File: src/pkg/sac_pkg.sv
/*
  sac_pkg: constants and carrier types for the converter/comparator control.
  assumes one clock at 100 MHz; machine cycle given by an enable from the core.
*/
package sac_pkg;
  // register bus offsets
  localparam logic [3:0] SAC_OFF_CTRL = 4'h0;
  localparam logic [3:0] SAC_OFF_IRQ2 = 4'h1;
  localparam logic [3:0] SAC_OFF_STATUS = 4'h2;
  localparam logic [3:0] SAC_OFF_CMPV = 4'h3;
  localparam logic [3:0] SAC_OFF_RES_HI = 4'h4;
  localparam logic [3:0] SAC_OFF_RES_LO = 4'h5;
  // field positions
  localparam int SAC_CTRL_MODE_BIT = 3;
  localparam int SAC_IRQ2_ADIE_BIT = 2;
  // reset values
  localparam logic [3:0] SAC_CTRL_RST = 4'h0;
  localparam logic [3:0] SAC_IRQ2_RST = 4'h0;
  localparam logic [7:0] SAC_CMPV_RST = 8'h00;
  localparam logic [9:0] SAC_RES_RST = 10'h000;
  // timing in machine cycles, and result width in bits
  localparam int SAC_CONV_MCYC = 62;
  localparam int SAC_CMP_MCYC = 8;
  localparam int SAC_BIT_MCYC = 6;
  localparam int SAC_RES_W = 10;

  typedef enum logic [1:0]
  {
    SAC_IDLE = 2'b00,
    SAC_CONV = 2'b01,
    SAC_CMP = 2'b10
  } sac_state_t;

  // core instruction strobes
  typedef struct packed
  {
    logic start;
    logic skip_test;
    logic load_cmp;
    logic move_lo;
    logic move_hi;
    logic irq_ack;
  } sac_op_t;

  // accumulator pair
  typedef struct packed
  {
    logic [3:0] b;
    logic [3:0] a;
  } sac_acc_t;
endpackage

File: src/core/sac_ctrl.sv
/*
  sac_ctrl: successive-approximation converter and comparator control.
  assumes core strobes are one-cycle pulses on mclk, mcyc_en marks each
  machine cycle, and cmp_above (input above reference) comes from the pin side.
*/
// Added by the designer: the plain strobed port and the address map.
module sac_ctrl
  import sac_pkg::*;
#(
  parameter int CONV_MCYC = SAC_CONV_MCYC,
  parameter int CMP_MCYC = SAC_CMP_MCYC
)
(
  // clock, reset, enable
  input wire logic mclk,
  input wire logic rstn,
  input wire logic ce,
  input wire logic mcyc_en,
  // register port
  input wire logic [3:0] reg_addr,
  input wire logic [7:0] reg_wdata,
  input wire logic reg_wr,
  input wire logic reg_rd,
  output logic [7:0] reg_rdata,
  // core instructions
  input wire sac_op_t op,
  input wire sac_acc_t acc_in,
  output sac_acc_t acc_out,
  output logic acc_valid,
  output logic skip,
  output logic irq_req,
  // analog side
  input wire logic cmp_above,
  output logic [9:0] dac_code,
  output logic [1:0] ain_sel,
  output logic busy
);
  localparam int CW = 6;
  localparam logic [CW-1:0] CONV_LAST = CW'(CONV_MCYC - 1);
  localparam logic [CW-1:0] CMP_LAST = CW'(CMP_MCYC - 1);
  localparam logic [2:0] PHASE_LAST = 3'(SAC_BIT_MCYC - 1);
  // no decisions after the tenth bit; the tail cycles only settle
  localparam logic [CW-1:0] DECIDE_END = CW'(SAC_RES_W * SAC_BIT_MCYC);

  sac_state_t state_r;
  logic [3:0] ctrl_r;
  logic [3:0] irq2_r;
  logic [7:0] cmpv_r;
  logic [9:0] res_r;
  logic [9:0] trial_r;
  logic [CW-1:0] cnt_r;
  logic flag_r;
  logic above_s;
  logic cmp_mode;
  logic done_conv;
  logic done_cmp;
  logic flag_clr;
  logic [3:0] bitpos_r;
  logic [2:0] phase_r;

  function automatic logic [9:0] onehot10(input logic [3:0] p);
    onehot10 = 10'h001 << p;
  endfunction

  sac_sync u_sync
  (
    .mclk(mclk),
    .rstn(rstn),
    .ce(ce),
    .d(cmp_above),
    .q(above_s)
  );

  assign cmp_mode = ctrl_r[SAC_CTRL_MODE_BIT];
  assign done_conv = (state_r == SAC_CONV) && mcyc_en && (cnt_r == CONV_LAST);
  assign done_cmp = (state_r == SAC_CMP) && mcyc_en && (cnt_r == CMP_LAST);
  // skip and interrupt acknowledge both consume the flag
  assign flag_clr = (op.skip_test && flag_r && !irq2_r[SAC_IRQ2_ADIE_BIT])
    || (op.irq_ack && irq_req);

  // control register; mode must stay put while busy, software's duty
  always_ff @(posedge mclk or negedge rstn)
  begin
    if (!rstn)
      ctrl_r <= SAC_CTRL_RST;
    else if (ce && reg_wr && reg_addr == SAC_OFF_CTRL)
      ctrl_r <= reg_wdata[3:0];
  end

  always_ff @(posedge mclk or negedge rstn)
  begin
    if (!rstn)
      irq2_r <= SAC_IRQ2_RST;
    else if (ce && reg_wr && reg_addr == SAC_OFF_IRQ2)
      irq2_r <= reg_wdata[3:0];
  end

  // compare value, only reachable in comparator mode
  always_ff @(posedge mclk or negedge rstn)
  begin
    if (!rstn)
      cmpv_r <= SAC_CMPV_RST;
    else if (ce && cmp_mode)
    begin
      if (op.load_cmp)
        cmpv_r <= {acc_in.b, acc_in.a};
      else if (reg_wr && reg_addr == SAC_OFF_CMPV)
        cmpv_r <= reg_wdata;
    end
  end

  // sequencer
  always_ff @(posedge mclk or negedge rstn)
  begin
    if (!rstn)
    begin
      state_r <= SAC_IDLE;
      cnt_r <= '0;
    end
    else if (ce)
    begin
      case (state_r)
        SAC_IDLE:
        begin
          cnt_r <= '0;
          if (op.start)
            state_r <= cmp_mode ? SAC_CMP : SAC_CONV;
        end
        SAC_CONV, SAC_CMP:
        begin
          // a start here is not looked at
          if (done_conv || done_cmp)
            state_r <= SAC_IDLE;
          else if (mcyc_en)
            cnt_r <= cnt_r + CW'(1);
        end
        default:
          state_r <= SAC_IDLE;
      endcase
    end
  end

  // successive approximation: one bit per six machine cycles, msb first
  always_ff @(posedge mclk or negedge rstn)
  begin
    if (!rstn)
    begin
      res_r <= SAC_RES_RST;
      trial_r <= SAC_RES_RST;
      bitpos_r <= 4'h9;
      phase_r <= 3'h0;
    end
    else if (ce)
    begin
      if (state_r == SAC_IDLE && op.start && !cmp_mode)
      begin
        trial_r <= onehot10(4'h9);
        bitpos_r <= 4'h9;
        phase_r <= 3'h0;
      end
      else if (state_r == SAC_CONV && mcyc_en)
      begin
        // six cycles per bit leave room for dac and synchroniser latency
        phase_r <= (phase_r == PHASE_LAST) ? 3'h0 : phase_r + 3'h1;
        if (phase_r == PHASE_LAST && cnt_r < DECIDE_END)
        begin
          // decision: keep bit when reference below input
          if (!above_s)
            trial_r[bitpos_r] <= 1'b0;
          if (bitpos_r != 4'h0)
          begin
            trial_r[bitpos_r - 4'h1] <= 1'b1;
            bitpos_r <= bitpos_r - 4'h1;
          end
        end
      end
      if (done_conv)
        res_r <= trial_r;
      else if (state_r == SAC_CMP)
        res_r <= trial_r; // contents not defined in this mode
    end
  end

  // done flag: hardware set wins over clear
  always_ff @(posedge mclk or negedge rstn)
  begin
    if (!rstn)
      flag_r <= 1'b0;
    else if (ce)
    begin
      if (done_conv || (done_cmp && !above_s))
        flag_r <= 1'b1;
      else if (flag_clr)
        flag_r <= 1'b0;
    end
  end

  // instruction answers
  always_ff @(posedge mclk or negedge rstn)
  begin
    if (!rstn)
    begin
      acc_out <= '0;
      acc_valid <= 1'b0;
      skip <= 1'b0;
      irq_req <= 1'b0;
    end
    else if (ce)
    begin
      acc_valid <= op.move_lo || op.move_hi;
      skip <= op.skip_test && flag_r && !irq2_r[SAC_IRQ2_ADIE_BIT];
      irq_req <= flag_r && irq2_r[SAC_IRQ2_ADIE_BIT] && !flag_clr;
      if (op.move_lo)
        acc_out <= {4'h0, res_r[1:0], 2'b00};
      else if (op.move_hi)
        acc_out <= {res_r[9:6], res_r[5:2]};
    end
  end

  // reference code: 10-bit trial or compare value scaled from /256 to /1024
  always_ff @(posedge mclk or negedge rstn)
  begin
    if (!rstn)
    begin
      dac_code <= SAC_RES_RST;
      ain_sel <= 2'b00;
      busy <= 1'b0;
    end
    else if (ce)
    begin
      dac_code <= cmp_mode ? {cmpv_r, 2'b00} : trial_r;
      ain_sel <= ctrl_r[1:0];
      busy <= state_r != SAC_IDLE;
    end
  end

  // register reads; compare value hidden outside comparator mode
  always_ff @(posedge mclk or negedge rstn)
  begin
    if (!rstn)
      reg_rdata <= 8'h00;
    else if (ce)
    begin
      reg_rdata <= 8'h00;
      if (reg_rd)
      begin
        case (reg_addr)
          SAC_OFF_CTRL: reg_rdata <= {4'h0, ctrl_r};
          SAC_OFF_IRQ2: reg_rdata <= {4'h0, irq2_r};
          SAC_OFF_STATUS: reg_rdata <= {6'h00, state_r != SAC_IDLE, flag_r};
          SAC_OFF_CMPV: reg_rdata <= cmp_mode ? cmpv_r : 8'h00;
          SAC_OFF_RES_HI: reg_rdata <= res_r[9:2];
          SAC_OFF_RES_LO: reg_rdata <= {6'h00, res_r[1:0]};
          default: reg_rdata <= 8'h00;
        endcase
      end
    end
  end
endmodule

File: src/core/sac_sync.sv
/*
  sac_sync: two-flop synchroniser for the comparator outcome.
  assumes the analog comparator output is asynchronous to mclk.
*/
module sac_sync
  import sac_pkg::*;
(
  // clock and reset
  input wire logic mclk,
  input wire logic rstn,
  input wire logic ce,
  // level
  input wire logic d,
  output logic q
);
  logic meta_r;

  always_ff @(posedge mclk or negedge rstn)
  begin
    if (!rstn)
    begin
      meta_r <= 1'b0;
      q <= 1'b0;
    end
    else if (ce)
    begin
      meta_r <= d;
      q <= meta_r;
    end
  end
endmodule

File: config.mk
export PLATFORM = sky130hd
export DESIGN_NAME = sac_ctrl
export DESIGN_NICKNAME = d
export VERILOG_FILES = /design/src/pkg/sac_pkg.sv /design/src/core/sac_ctrl.sv /design/src/core/sac_sync.sv
export SDC_FILE = /design/constraint.sdc
export NUM_CORES = 1
export LEC_CHECK = 0
export ABC_CLOCK_PERIOD_IN_PS = 3300
export BUFFER_PORTS_ARGS = -buffer_cell sky130_fd_sc_hd__buf_2
export CORE_MARGIN = 8
export CORE_UTILIZATION = 44
export DETAILED_ROUTE_END_ITERATION = 12
export SLEW_MARGIN = 30
export SYNTH_ARGS = -nofsm -noshare
export SYNTH_HDL_FRONTEND = slang
export SYNTH_HIERARCHICAL = 1
export SYNTH_SLANG_ARGS = --single-unit
File: constraint.sdc
create_clock -name mclk -period 3.3 [get_ports mclk]
set_input_delay 0.165 -clock mclk [delete_from_list [all_inputs] [get_ports mclk]]
set_output_delay 0.165 -clock mclk [all_outputs]
set_load 0.05 [all_outputs]
======== Word-level counts from Yosys, hierarchy flattened ========
Cells that the tools add are included.
storage, ports and cells
  bits of input ports ..................... 33
  logic and storage cells ................. 135
  register bits after elaboration ......... 86
cells by class
  equality and inequality tests ........... 14
  $lt $le $gt $ge ......................... 5
  reductions and logical operators ........ 50
  bitwise logic cells ..................... 3
  muxes and demuxes ....................... 39
  $add $sub $neg .......................... 3
operators with widths
  kind                   count
  $mux W10               12
  $mux W8                6
  $pmux W8 S6            1
  $logic_and A1 B1 Y1    20
  $reduce_bool A2 Y1     9
  $mux W4                4
  $mux W6                2
  $pmux W6 S2            1
  $and A10 B10 Y10       1
  $lt A4 B5 Y1 const B   2
  $not A10 Y10           1
  $or A10 B10 Y10        1
  $reduce_and A2 Y1      5
  $mux W3                3
  $demux W1 S4           2
  $eq A4 B2 Y1 const B   2
  $eq A4 B3 Y1 const B   2
  $ge A4 B1 Y1 const B   2
  $ne A2 B2 Y1 const B   4
  $reduce_and A4 Y1      2
  $add A6 B1 Y6 const B  1
  $eq A6 B3 Y1 const B   1
  $eq A6 B6 Y1 const B   1
  $lt A6 B6 Y1 const B   1
  16 further kinds       28

======== Longest topological paths before layout ========
Gate-level depths: netlist (run 1).
  word-level depth ........................ 16
  depth in mapped cells ................... 8
  mapped depth without buffers ............ 7

======== Cells and area by module ========
Netlist (run 1), hierarchy kept.
by module, submodules not included
  module    times used  cells an instance  area an instance (µm²)
  sac_ctrl  1           414                4230.3
  sac_sync  1           4                  72.6

======== Worst setup path after synthesis (run 1) ========
No wires, ideal clock.
  path type ............................... reg2reg
  from .................................... reg cnt_r[0]
  to ...................................... reg cnt_r[5]
  required time ........................... 3231 ps
  data arrival time ....................... 1880 ps
  path buffers ............................ 1
  path slack .............................. 1351 ps
  setup time .............................. 69 ps
  cell stages (with the launch flop) ...... 7
  period minus slack after synthesis ...... 1949 ps
  path through ............................ dfrtp_1 > ha_1 > and4_4 > buf_6 > or3_4 > or4_1 > nand3_1
between the ends
  word-level cells in the longest chain between the ends .. 5
ends and longest elaborated chain
  element                                                                line             RTL
  from (decl)                                                            sac_ctrl.sv:51   logic [CW-1:0] cnt_r;
  from (signal assigned)                                                 sac_ctrl.sv:135  cnt_r <= cnt_r + CW'(1);
  parallel branches: the longest is 5 deep, another holds $add A6 B1 Y6  -
Several ways; the timed one is not identified. The select of a mux whose other input is x is not followed.
A chain may end at the register's enable or synchronous reset.

======== Final worst setup path (run 1) ========
  from .................................... reg state_r[1]
  to ...................................... reg trial_r[4]
between the ends
  word-level cells in the longest chain between the ends .. 5
ends and longest elaborated chain
  element                            line             RTL
  from (decl)                        sac_ctrl.sv:45   sac_state_t state_r;
  from (signal assigned)             sac_ctrl.sv:127  state_r <= cmp_mode ? SAC_CMP : SAC_CONV;
  $logic_not A2 Y1                   sac_ctrl.sv:155  if (state_r == SAC_IDLE && op.start && !cmp_mode)
  $logic_and A1 B1 Y1 (2 in series)  sac_ctrl.sv:155
  $reduce_bool A2 Y1 (no line)       -
  $reduce_and A3 Y1 (no line)        -
  to (signal assigned)               sac_ctrl.sv:157  trial_r <= onehot10(4'h9);
  to (decl)                          sac_ctrl.sv:50   logic [9:0] trial_r;
Parallel ways exist; a longest one is shown, timed or not.

==> results of run 1 <==
## what timing repair did
item | 4_1_cts | 5_1_grt
endpoints found under the hold margin | 62 | 0
setup endpoints to repair | 0 | 0
hold buffers | 1 | 0
## metal layers
layer  vias up  track usage [%]  part of all wire (%)
met1      1647             21.3                    47
met2        75             25.8                    46
met3        12             3.41                   4.9
li1       1621                -                     -
met5         -                0                     0
met4         0             6.04                   1.4
## metrics by stage
step                      power [mW]  area, sq um  instances
after floorplan                 1.98         4300        418
after global placement          2.24         4740        600
after detailed placement        2.25         4740        600
after global routing            3.24         4990        617
final                           3.06         4990        617
after CTS                       3.09         4970        617
## cell usage after synthesis (7+ instances only)
| cell type | instances | area share, % |
|---|---|---|
| dfrtp_1 | 84 | 49 |
| nand2_1 | 42 | 3.7 |
| o21ai_0 | 40 | 4.7 |
| a21oi_1 | 30 | 3.5 |
| mux2i_1 | 24 | 5.6 |
| mux2_2 | 22 | 5.8 |
| nor2_1 | 22 | 1.9 |
| inv_1 | 16 | 1.4 |
| nand3_1 | 16 | 1.9 |
| clkbuf_1 | 13 | 1.1 |
| ha_1 | 11 | 3.2 |
| o2bb2ai_1 | 10 | 2.0 |
| nand2b_1 | 8 | 1.2 |
| nor2b_1 | 7 | 1.0 |
## layout make-up
class | instances | share of cell area [%]
multi-input cells | 296 | 40.4
flip-flops and latches | 86 | 43.2
inverters | 17 | 1.28
repair buffers | 69 | 7.35
clock inverters | 6 | 1.91
well taps | 133 | 3.34
clock buffers | 10 | 2.56
## logic make-up (layout without fill, tap and decap cells)
| group | Yosys count | count (layout) |
|---|---|---|
| flops | 86 | 86 |
| xor+xnor | 4 | 4 |
| buf+inv | 36 | 102 |
| simple gates | 122 | 122 |
| mux | 47 | 47 |
| fa+ha+maj | 11 | 11 |
| compound gates | 112 | 112 |
## how the worst min path moves through the flow
stage,startpoint,endpoint,slack [ns]
final,cmp_above,u_sync/meta_r,0.04
after global routing,cmp_above,u_sync/meta_r,0.03
after CTS,cmp_above,u_sync/meta_r,0.02
after detailed placement,rstn,reg_rdata[6],0.37
after global placement,rstn,acc_out[5],0.37
after floorplan,rstn,acc_out[0],-0.13
## sequential cells by signal, indices dropped and copies added, names as in the netlist
name and flops:
u_sync/q 1, bitpos_r 4, ain_sel 2, dac_code 10
reg_rdata 8, phase_r 3, cmpv_r 8, cnt_r 6
res_r 10, acc_out 8, skip 1, busy 1
u_sync/meta_r 1, acc_valid 1, trial_r 10, state_r 2
irq_req 1, irq2_r 4, ctrl_r 4, flag_r 1
## cell usage in the layout, fill, tap and decap left out, types with 2 or more instances in the layout
master      synthesis  final
nor4_1              2      2
and2_1              3      3
nand2_1            42     42
ha_1               11     11
o311ai_0            3      3
o2bb2ai_1          10     10
nor2b_1             7      7
o31ai_1             2      2
o22ai_1             3      3
nand3b_1            2      2
mux2i_1            24     24
mux2_2             22     22
dfstp_2             2      2
nand3_1            16     16
xnor2_1             3      3
clkinvlp_4          0      2
nor2_1             22     22
a22o_1              4      4
and4_4              2      2
buf_2               1     63
nand2b_1            8      8
dfrtp_1            84     84
buf_4               0      4
a22oi_1             6      6
nor3_1              6      6
o21ai_2             0      2
bufinv_16           0      2
o21ai_0            40     40
inv_1              16     16
a21oi_1            30     30
clkbuf_8            0      9
o21ai_1             4      2
a21o_1              3      3
## power groups by stage
stage | Clock [mW] | Sequential [mW] | Combinational (mW)
finish | 0.824 | 1.39 | 0.847
global route | 0.889 | 1.41 | 0.940
CTS | 0.851 | 1.38 | 0.851
detailed placement | 0 | 1.41 | 0.845
global placement | 0 | 1.40 | 0.841
floorplan | 0 | 1.54 | 0.449
==> flow_metrics.py, run 1 <==
metrics = {
    "run_status": {
        "outcome": "finished, final reports clean",
    },
    "grt": {
        "grt_pass1_vias": 3327,
        "grt_util_all_layers_pct": 16.2,
        "grt_pass1_wl_mm": 17.1,
        "antenna_found_initial": 0,
        "grt_max_degree": 75,
        "grt-ovfl-total": 0,
    },
    "finish": {
        "layout-drive-gt1-share_pct": 24.0,
        "syn2layout_area_growth_pct": 15.9,
        "seqCellArea_sq_um": 2150,
        "multiInputGateArea_sq_um": 2010,
        "final_core_util_pct": 51.7,
        "fin_nets": 523,
        "fill_cells": 914,
        "antenna-diode-count": 0,
    },
    "sta": {
        "hold_viol_final": 0,
        "fin_hold_ws_ns": 0.0411,
        "setup_viol": 0,
        "slew_viol_final": 0,
        "tightest_slew_ns": 0.806,
        "rsz0062_at_grt": "false",
        "finClkSkew_ns": 0.0136,
        "maxSlewHeadroom_pct": 45.5,
        "timing.final.ws_setup_ns": 1.06,
        "final.setup.tns_ns": 0,
        "finalCritPeriodShare_pct": 67.8,
        "period_needed_ns": 2.24,
        "timing.fmax_ghz": 0.447,
    },
    "power": {
        "p_comb_share_pct": 27.7,
        "p_sw_mw": 1.10,
        "p_leak_nw": 2.30,
        "power_frac_seq_pct": 45.3,
        "power_density_nw_per_um2": 613,
        "peakVddDrop_uv": 256,
        "p_int_mw": 1.96,
        "switching_share_pct": 36.0,
        "pwr-share-clk_pct": 27.0,
    },
    "critical_path": {
        "crit_end": "trial_r[4]",
        "critPathMaxStageDelay_ns": 0.54,
        "critical_path.cell_chain": "inv_1 > ha_1 > nand3_1 > nor4b_4 > nor3b_2 > nand2_1 > o21ai_0",
        "reg2reg_slack_ns": 1.06,
        "cp_num_cells": 7,
        "worst-path-buf-inv": 1,
        "critPathLaunchType": "flip-flop",
        "worstPathArrival_ns": 2.50,
        "reg2reg_depth": 7,
        "cp.required_ns": 3.56,
        "crit_path_start": "state_r[1]",
        "critPathTopFamily": "simple AND/OR/NAND/NOR gates",
        "crit_fanout": 8,
        "cp-end-kind": "flip-flop",
        "crit_type": "flip-flop to flip-flop",
        "slowest_stage": "nor3b_2",
        "r2r_start": "state_r[1]",
        "timing.rr.end": "trial_r[4]",
    },
    "worst_hold_path": {
        "hold_path.class": "input port to flip-flop",
        "holdPathStages": 2,
    },
    "die": {
        "ioPinCount": 65,
        "die_h_um": 115,
        "die_w_um": 115,
        "rows": 36,
        "placeableCoreArea_sq_um": 9640,
        "design.die.area_sq_um": 13200,
        "initial_utilization_pct": 44.6,
    },
    "synthesis": {
        "synth-compound-area-share_pct": 15.8,
        "synthSimpleGateAreaFrac_pct": 14.9,
        "synth_fa_ha_area_share_pct": 3.20,
        "muxShareOfSynthArea_pct": 11.9,
        "ys_seq_elements": 86,
        "syn-num-nets": 462,
        "synthXorXnorAreaFrac_pct": 0.814,
        "yosysWarnings": 6,
        "yosysSeqAreaShare_pct": 50.1,
        "synth_area_sq_um": 4300,
        "synth-main-ff-cell": "dfrtp_1",
        "synth_top_family_by_area": "compound AO/OA/AOI/OAI gates",
        "synth_edf_count": 0,
        "postSynthCellCount": 418,
        "ys_types": 53,
        "avgSynthCellArea_sq_um": 10.3,
        "synthArstFlopShare_pct": 100,
    },
    "place": {
        "dp_slack_ns": 1.10,
        "hpwl_mm": 7.57,
        "io_buffers": 64,
        "place.gp.congestion": 0.900,
    },
    "route": {
        "wl_per_cell_um": 16.8,
        "num_vias": 3355,
        "first_pass_iters": 4,
        "drt-initial-drc-count": 161,
        "ant_nets": 0,
        "viasPerCell": 5.44,
        "wl_mm": 10.3,
        "drc": 0,
    },
    "cts": {
        "cts_sinks": 86,
        "ctsRootBufferMaster": "clkbuf_8",
        "clk_latency_ns": 0.35,
        "cts_setup_buffers": 0,
        "h-tree-depth": 3,
        "cts_inserted_buffers": 9,
        "cts_resized": 0,
        "cts_tree": "yes",
        "clk_pin_slew_ns": 0.09,
        "cts_buffer_depth": 2,
    },
    "job": {
        "cap_viol_max_count": 0,
    },
}
Note: power is estimated with default switching activity, not from simulation.
==> run 2: changes to the inputs <==
ABC_CLOCK_PERIOD_IN_PS = 2100   (was 3300)
clock period = 2.1 ns   (was 3.3 ns; I/O delays follow)
==> run 2 against run 1 <==
Effect of this change:
- design area grew 3.2%
- critical path depth shrank 1
- power grew 58%
- cell count grew 2.8%
- core utilization grew 1.6 points
- routed wire length grew 3.0%
- highest routed layer unchanged
- sequential power grew 58%
- non-clock buffer count grew 17
- sequential cell count is the same
==> flow_metrics.py, run 2 (same netlist as run 1, synthesis figures left out) <==
metrics = {
    "critical_path": {
        "critPathMaxStageDelay_ns": 0.52,
        "slowest_stage": "or4_1",
        "critPathLaunchType": "flip-flop",
        "cp-end-kind": "flip-flop",
        "critPathTopFamily": "simple AND/OR/NAND/NOR gates",
        "critical_path.cell_chain": "inv_1 > ha_1 > and4_4 > or3_4 > or4_1 > nand3_1",
        "cp.required_ns": 2.40,
        "worstPathArrival_ns": 2.29,
        "crit_fanout": 7,
        "worst-path-buf-inv": 1,
        "crit_type": "flip-flop to flip-flop",
    },
    "sta": {
        "setup_viol": 0,
        "period_needed_ns": 1.99,
        "maxSlewHeadroom_pct": 61.8,
        "fin_hold_ws_ns": 0.0288,
        "finalCritPeriodShare_pct": 94.6,
        "hold_viol_final": 0,
        "final.setup.tns_ns": 0,
        "tightest_slew_ns": 0.573,
        "rsz0062_at_grt": "false",
        "slew_viol_final": 0,
        "timing.fmax_ghz": 0.503,
        "finClkSkew_ns": 0.0103,
    },
    "finish": {
        "fill_cells": 952,
        "syn2layout_area_growth_pct": 19.6,
        "top_regs": "dac_code (10), res_r (10), trial_r (10)",
        "final_common_cell": "dfrtp_1",
        "layout-drive-gt1-share_pct": 26.5,
        "antenna-diode-count": 0,
        "final_cell_mix": "dfrtp_1 (84), buf_2 (63), nand2_1 (42)",
        "final_core_util_pct": 53.4,
        "fin_nets": 540,
        "stdcell_area_sq_um": 5140,
        "seqCellArea_sq_um": 2150,
        "multiInputGateArea_sq_um": 2030,
    },
    "run_status": {
        "outcome": "finished, final reports clean",
    },
    "place": {
        "placed_area_sq_um": 4850,
        "io_buffers": 64,
        "hpwl_mm": 7.87,
        "place.gp.congestion": 0.884,
    },
    "cts": {
        "clk_pin_slew_ns": 0.09,
        "cts_buffer_depth": 2,
        "clk_latency_ns": 0.37,
        "cts_inserted_buffers": 9,
        "cts_setup_buffers": 0,
        "h-tree-depth": 3,
        "cts_sinks": 86,
        "cts_tree": "yes",
        "ctsRootBufferMaster": "clkbuf_8",
    },
    "worst_hold_path": {
        "hold_path.class": "input port to flip-flop",
    },
    "die": {
        "ioPinCount": 65,
        "rows": 36,
        "design.die.area_sq_um": 13200,
        "die_w_um": 115,
        "die_h_um": 115,
        "placeableCoreArea_sq_um": 9640,
        "initial_utilization_pct": 44.6,
    },
    "route": {
        "first_pass_iters": 5,
        "wl_per_cell_um": 16.8,
        "num_vias": 3425,
        "ant_nets": 0,
        "drc": 0,
        "drt-initial-drc-count": 210,
        "wl_mm": 10.7,
        "viasPerCell": 5.40,
    },
    "grt": {
        "grt_pass1_wl_mm": 17.6,
        "grt-ovfl-total": 0,
        "antenna_found_initial": 0,
        "grt_util_all_layers_pct": 17.1,
        "grt_pass1_vias": 3485,
        "grt_max_degree": 55,
    },
    "power": {
        "p_leak_nw": 2.39,
        "peakVddDrop_uv": 373,
        "power_mw": 4.84,
        "power_density_nw_per_um2": 940,
    },
    "job": {
        "cap_viol_max_count": 0,
    },
}
run 2: changes by cell type in the layout (fill, tap and decap cells not counted), sizes merged:
| cell | previous run | this run |
|---|---|---|
| buf | 68 | 81 |
| dlygate4sd3 | 1 | 5 |
| inv | 17 | 19 |
| bufinv | 2 | 1 |
| clkinvlp | 2 | 1 |
run 2: report_power, final:
part / leakage, nW / internal [mW] / switching (mW) / total (mW)
combinational: 1.17 / 0.502 / 0.913 / 1.41
sequential: 1.11 / 1.94 / 0.246 / 2.19
clock: 0.105 / 0.600 / 0.634 / 1.23
total: 2.39 / 3.04 / 1.79 / 4.84
run 2: tightest hold or removal path: cells and delay by family:
family	cells	cell delay, ns
muxes	1	0.06
buffers and inverters	1	0.07
AOI/OAI and AO/OA	1	0.13
run 2: timing repair:
item / 4_1_cts / 5_1_grt
setup endpoints to repair: 0 / 15
endpoints found under the hold margin: 38 / 0
hold buffers: 5 / 0
gates resized for setup: 0 / 7
run 2: metrics by stage:
stage | instances | setup slack [ns]
5_1_grt | 634 | 0.0337
3_5_place_dp | 613 | 0.132
2_1_floorplan | 418 | 0.151
3_3_place_gp | 613 | 0.173
4_1_cts | 634 | 0.0996
6_report | 634 | 0.113
run 2: routing by layer:
metal	vias to the layer above	global-route usage [%]	part of all wire [%]
li1	1659	-	-
met1	1664	21.6	46
met2	83	27.2	46
met3	19	5.15	5.3
met4	0	5.95	2.2
met5	-	0	0
run 2: worst paths after layout:
check	start	end	slack, ns	cells after the start
worst max-delay path	cnt_r[1]	cnt_r[5]	0.11	6
worst min-delay path	reg_wdata[7]	cmpv_r[7]	0.03	3
worst max register to register	cnt_r[1]	cnt_r[5]	0.11	6
worst min register to register	acc_out[1]	acc_out[1]	0.48	2
max in group asynchronous	rstn	cnt_r[2]	1.24	3
min in group asynchronous	rstn	acc_out[7]	0.21	2
run 2: layout make-up:
class,count,area share (%)
Clock buffer,10,2.68
Clock inverter,6,1.46
Inverter,17,1.24
Multi-Input combinational cell,296,39.5
Sequential cell,86,41.9
Tap cell,133,3.23
Timing Repair Buffer,86,9.97
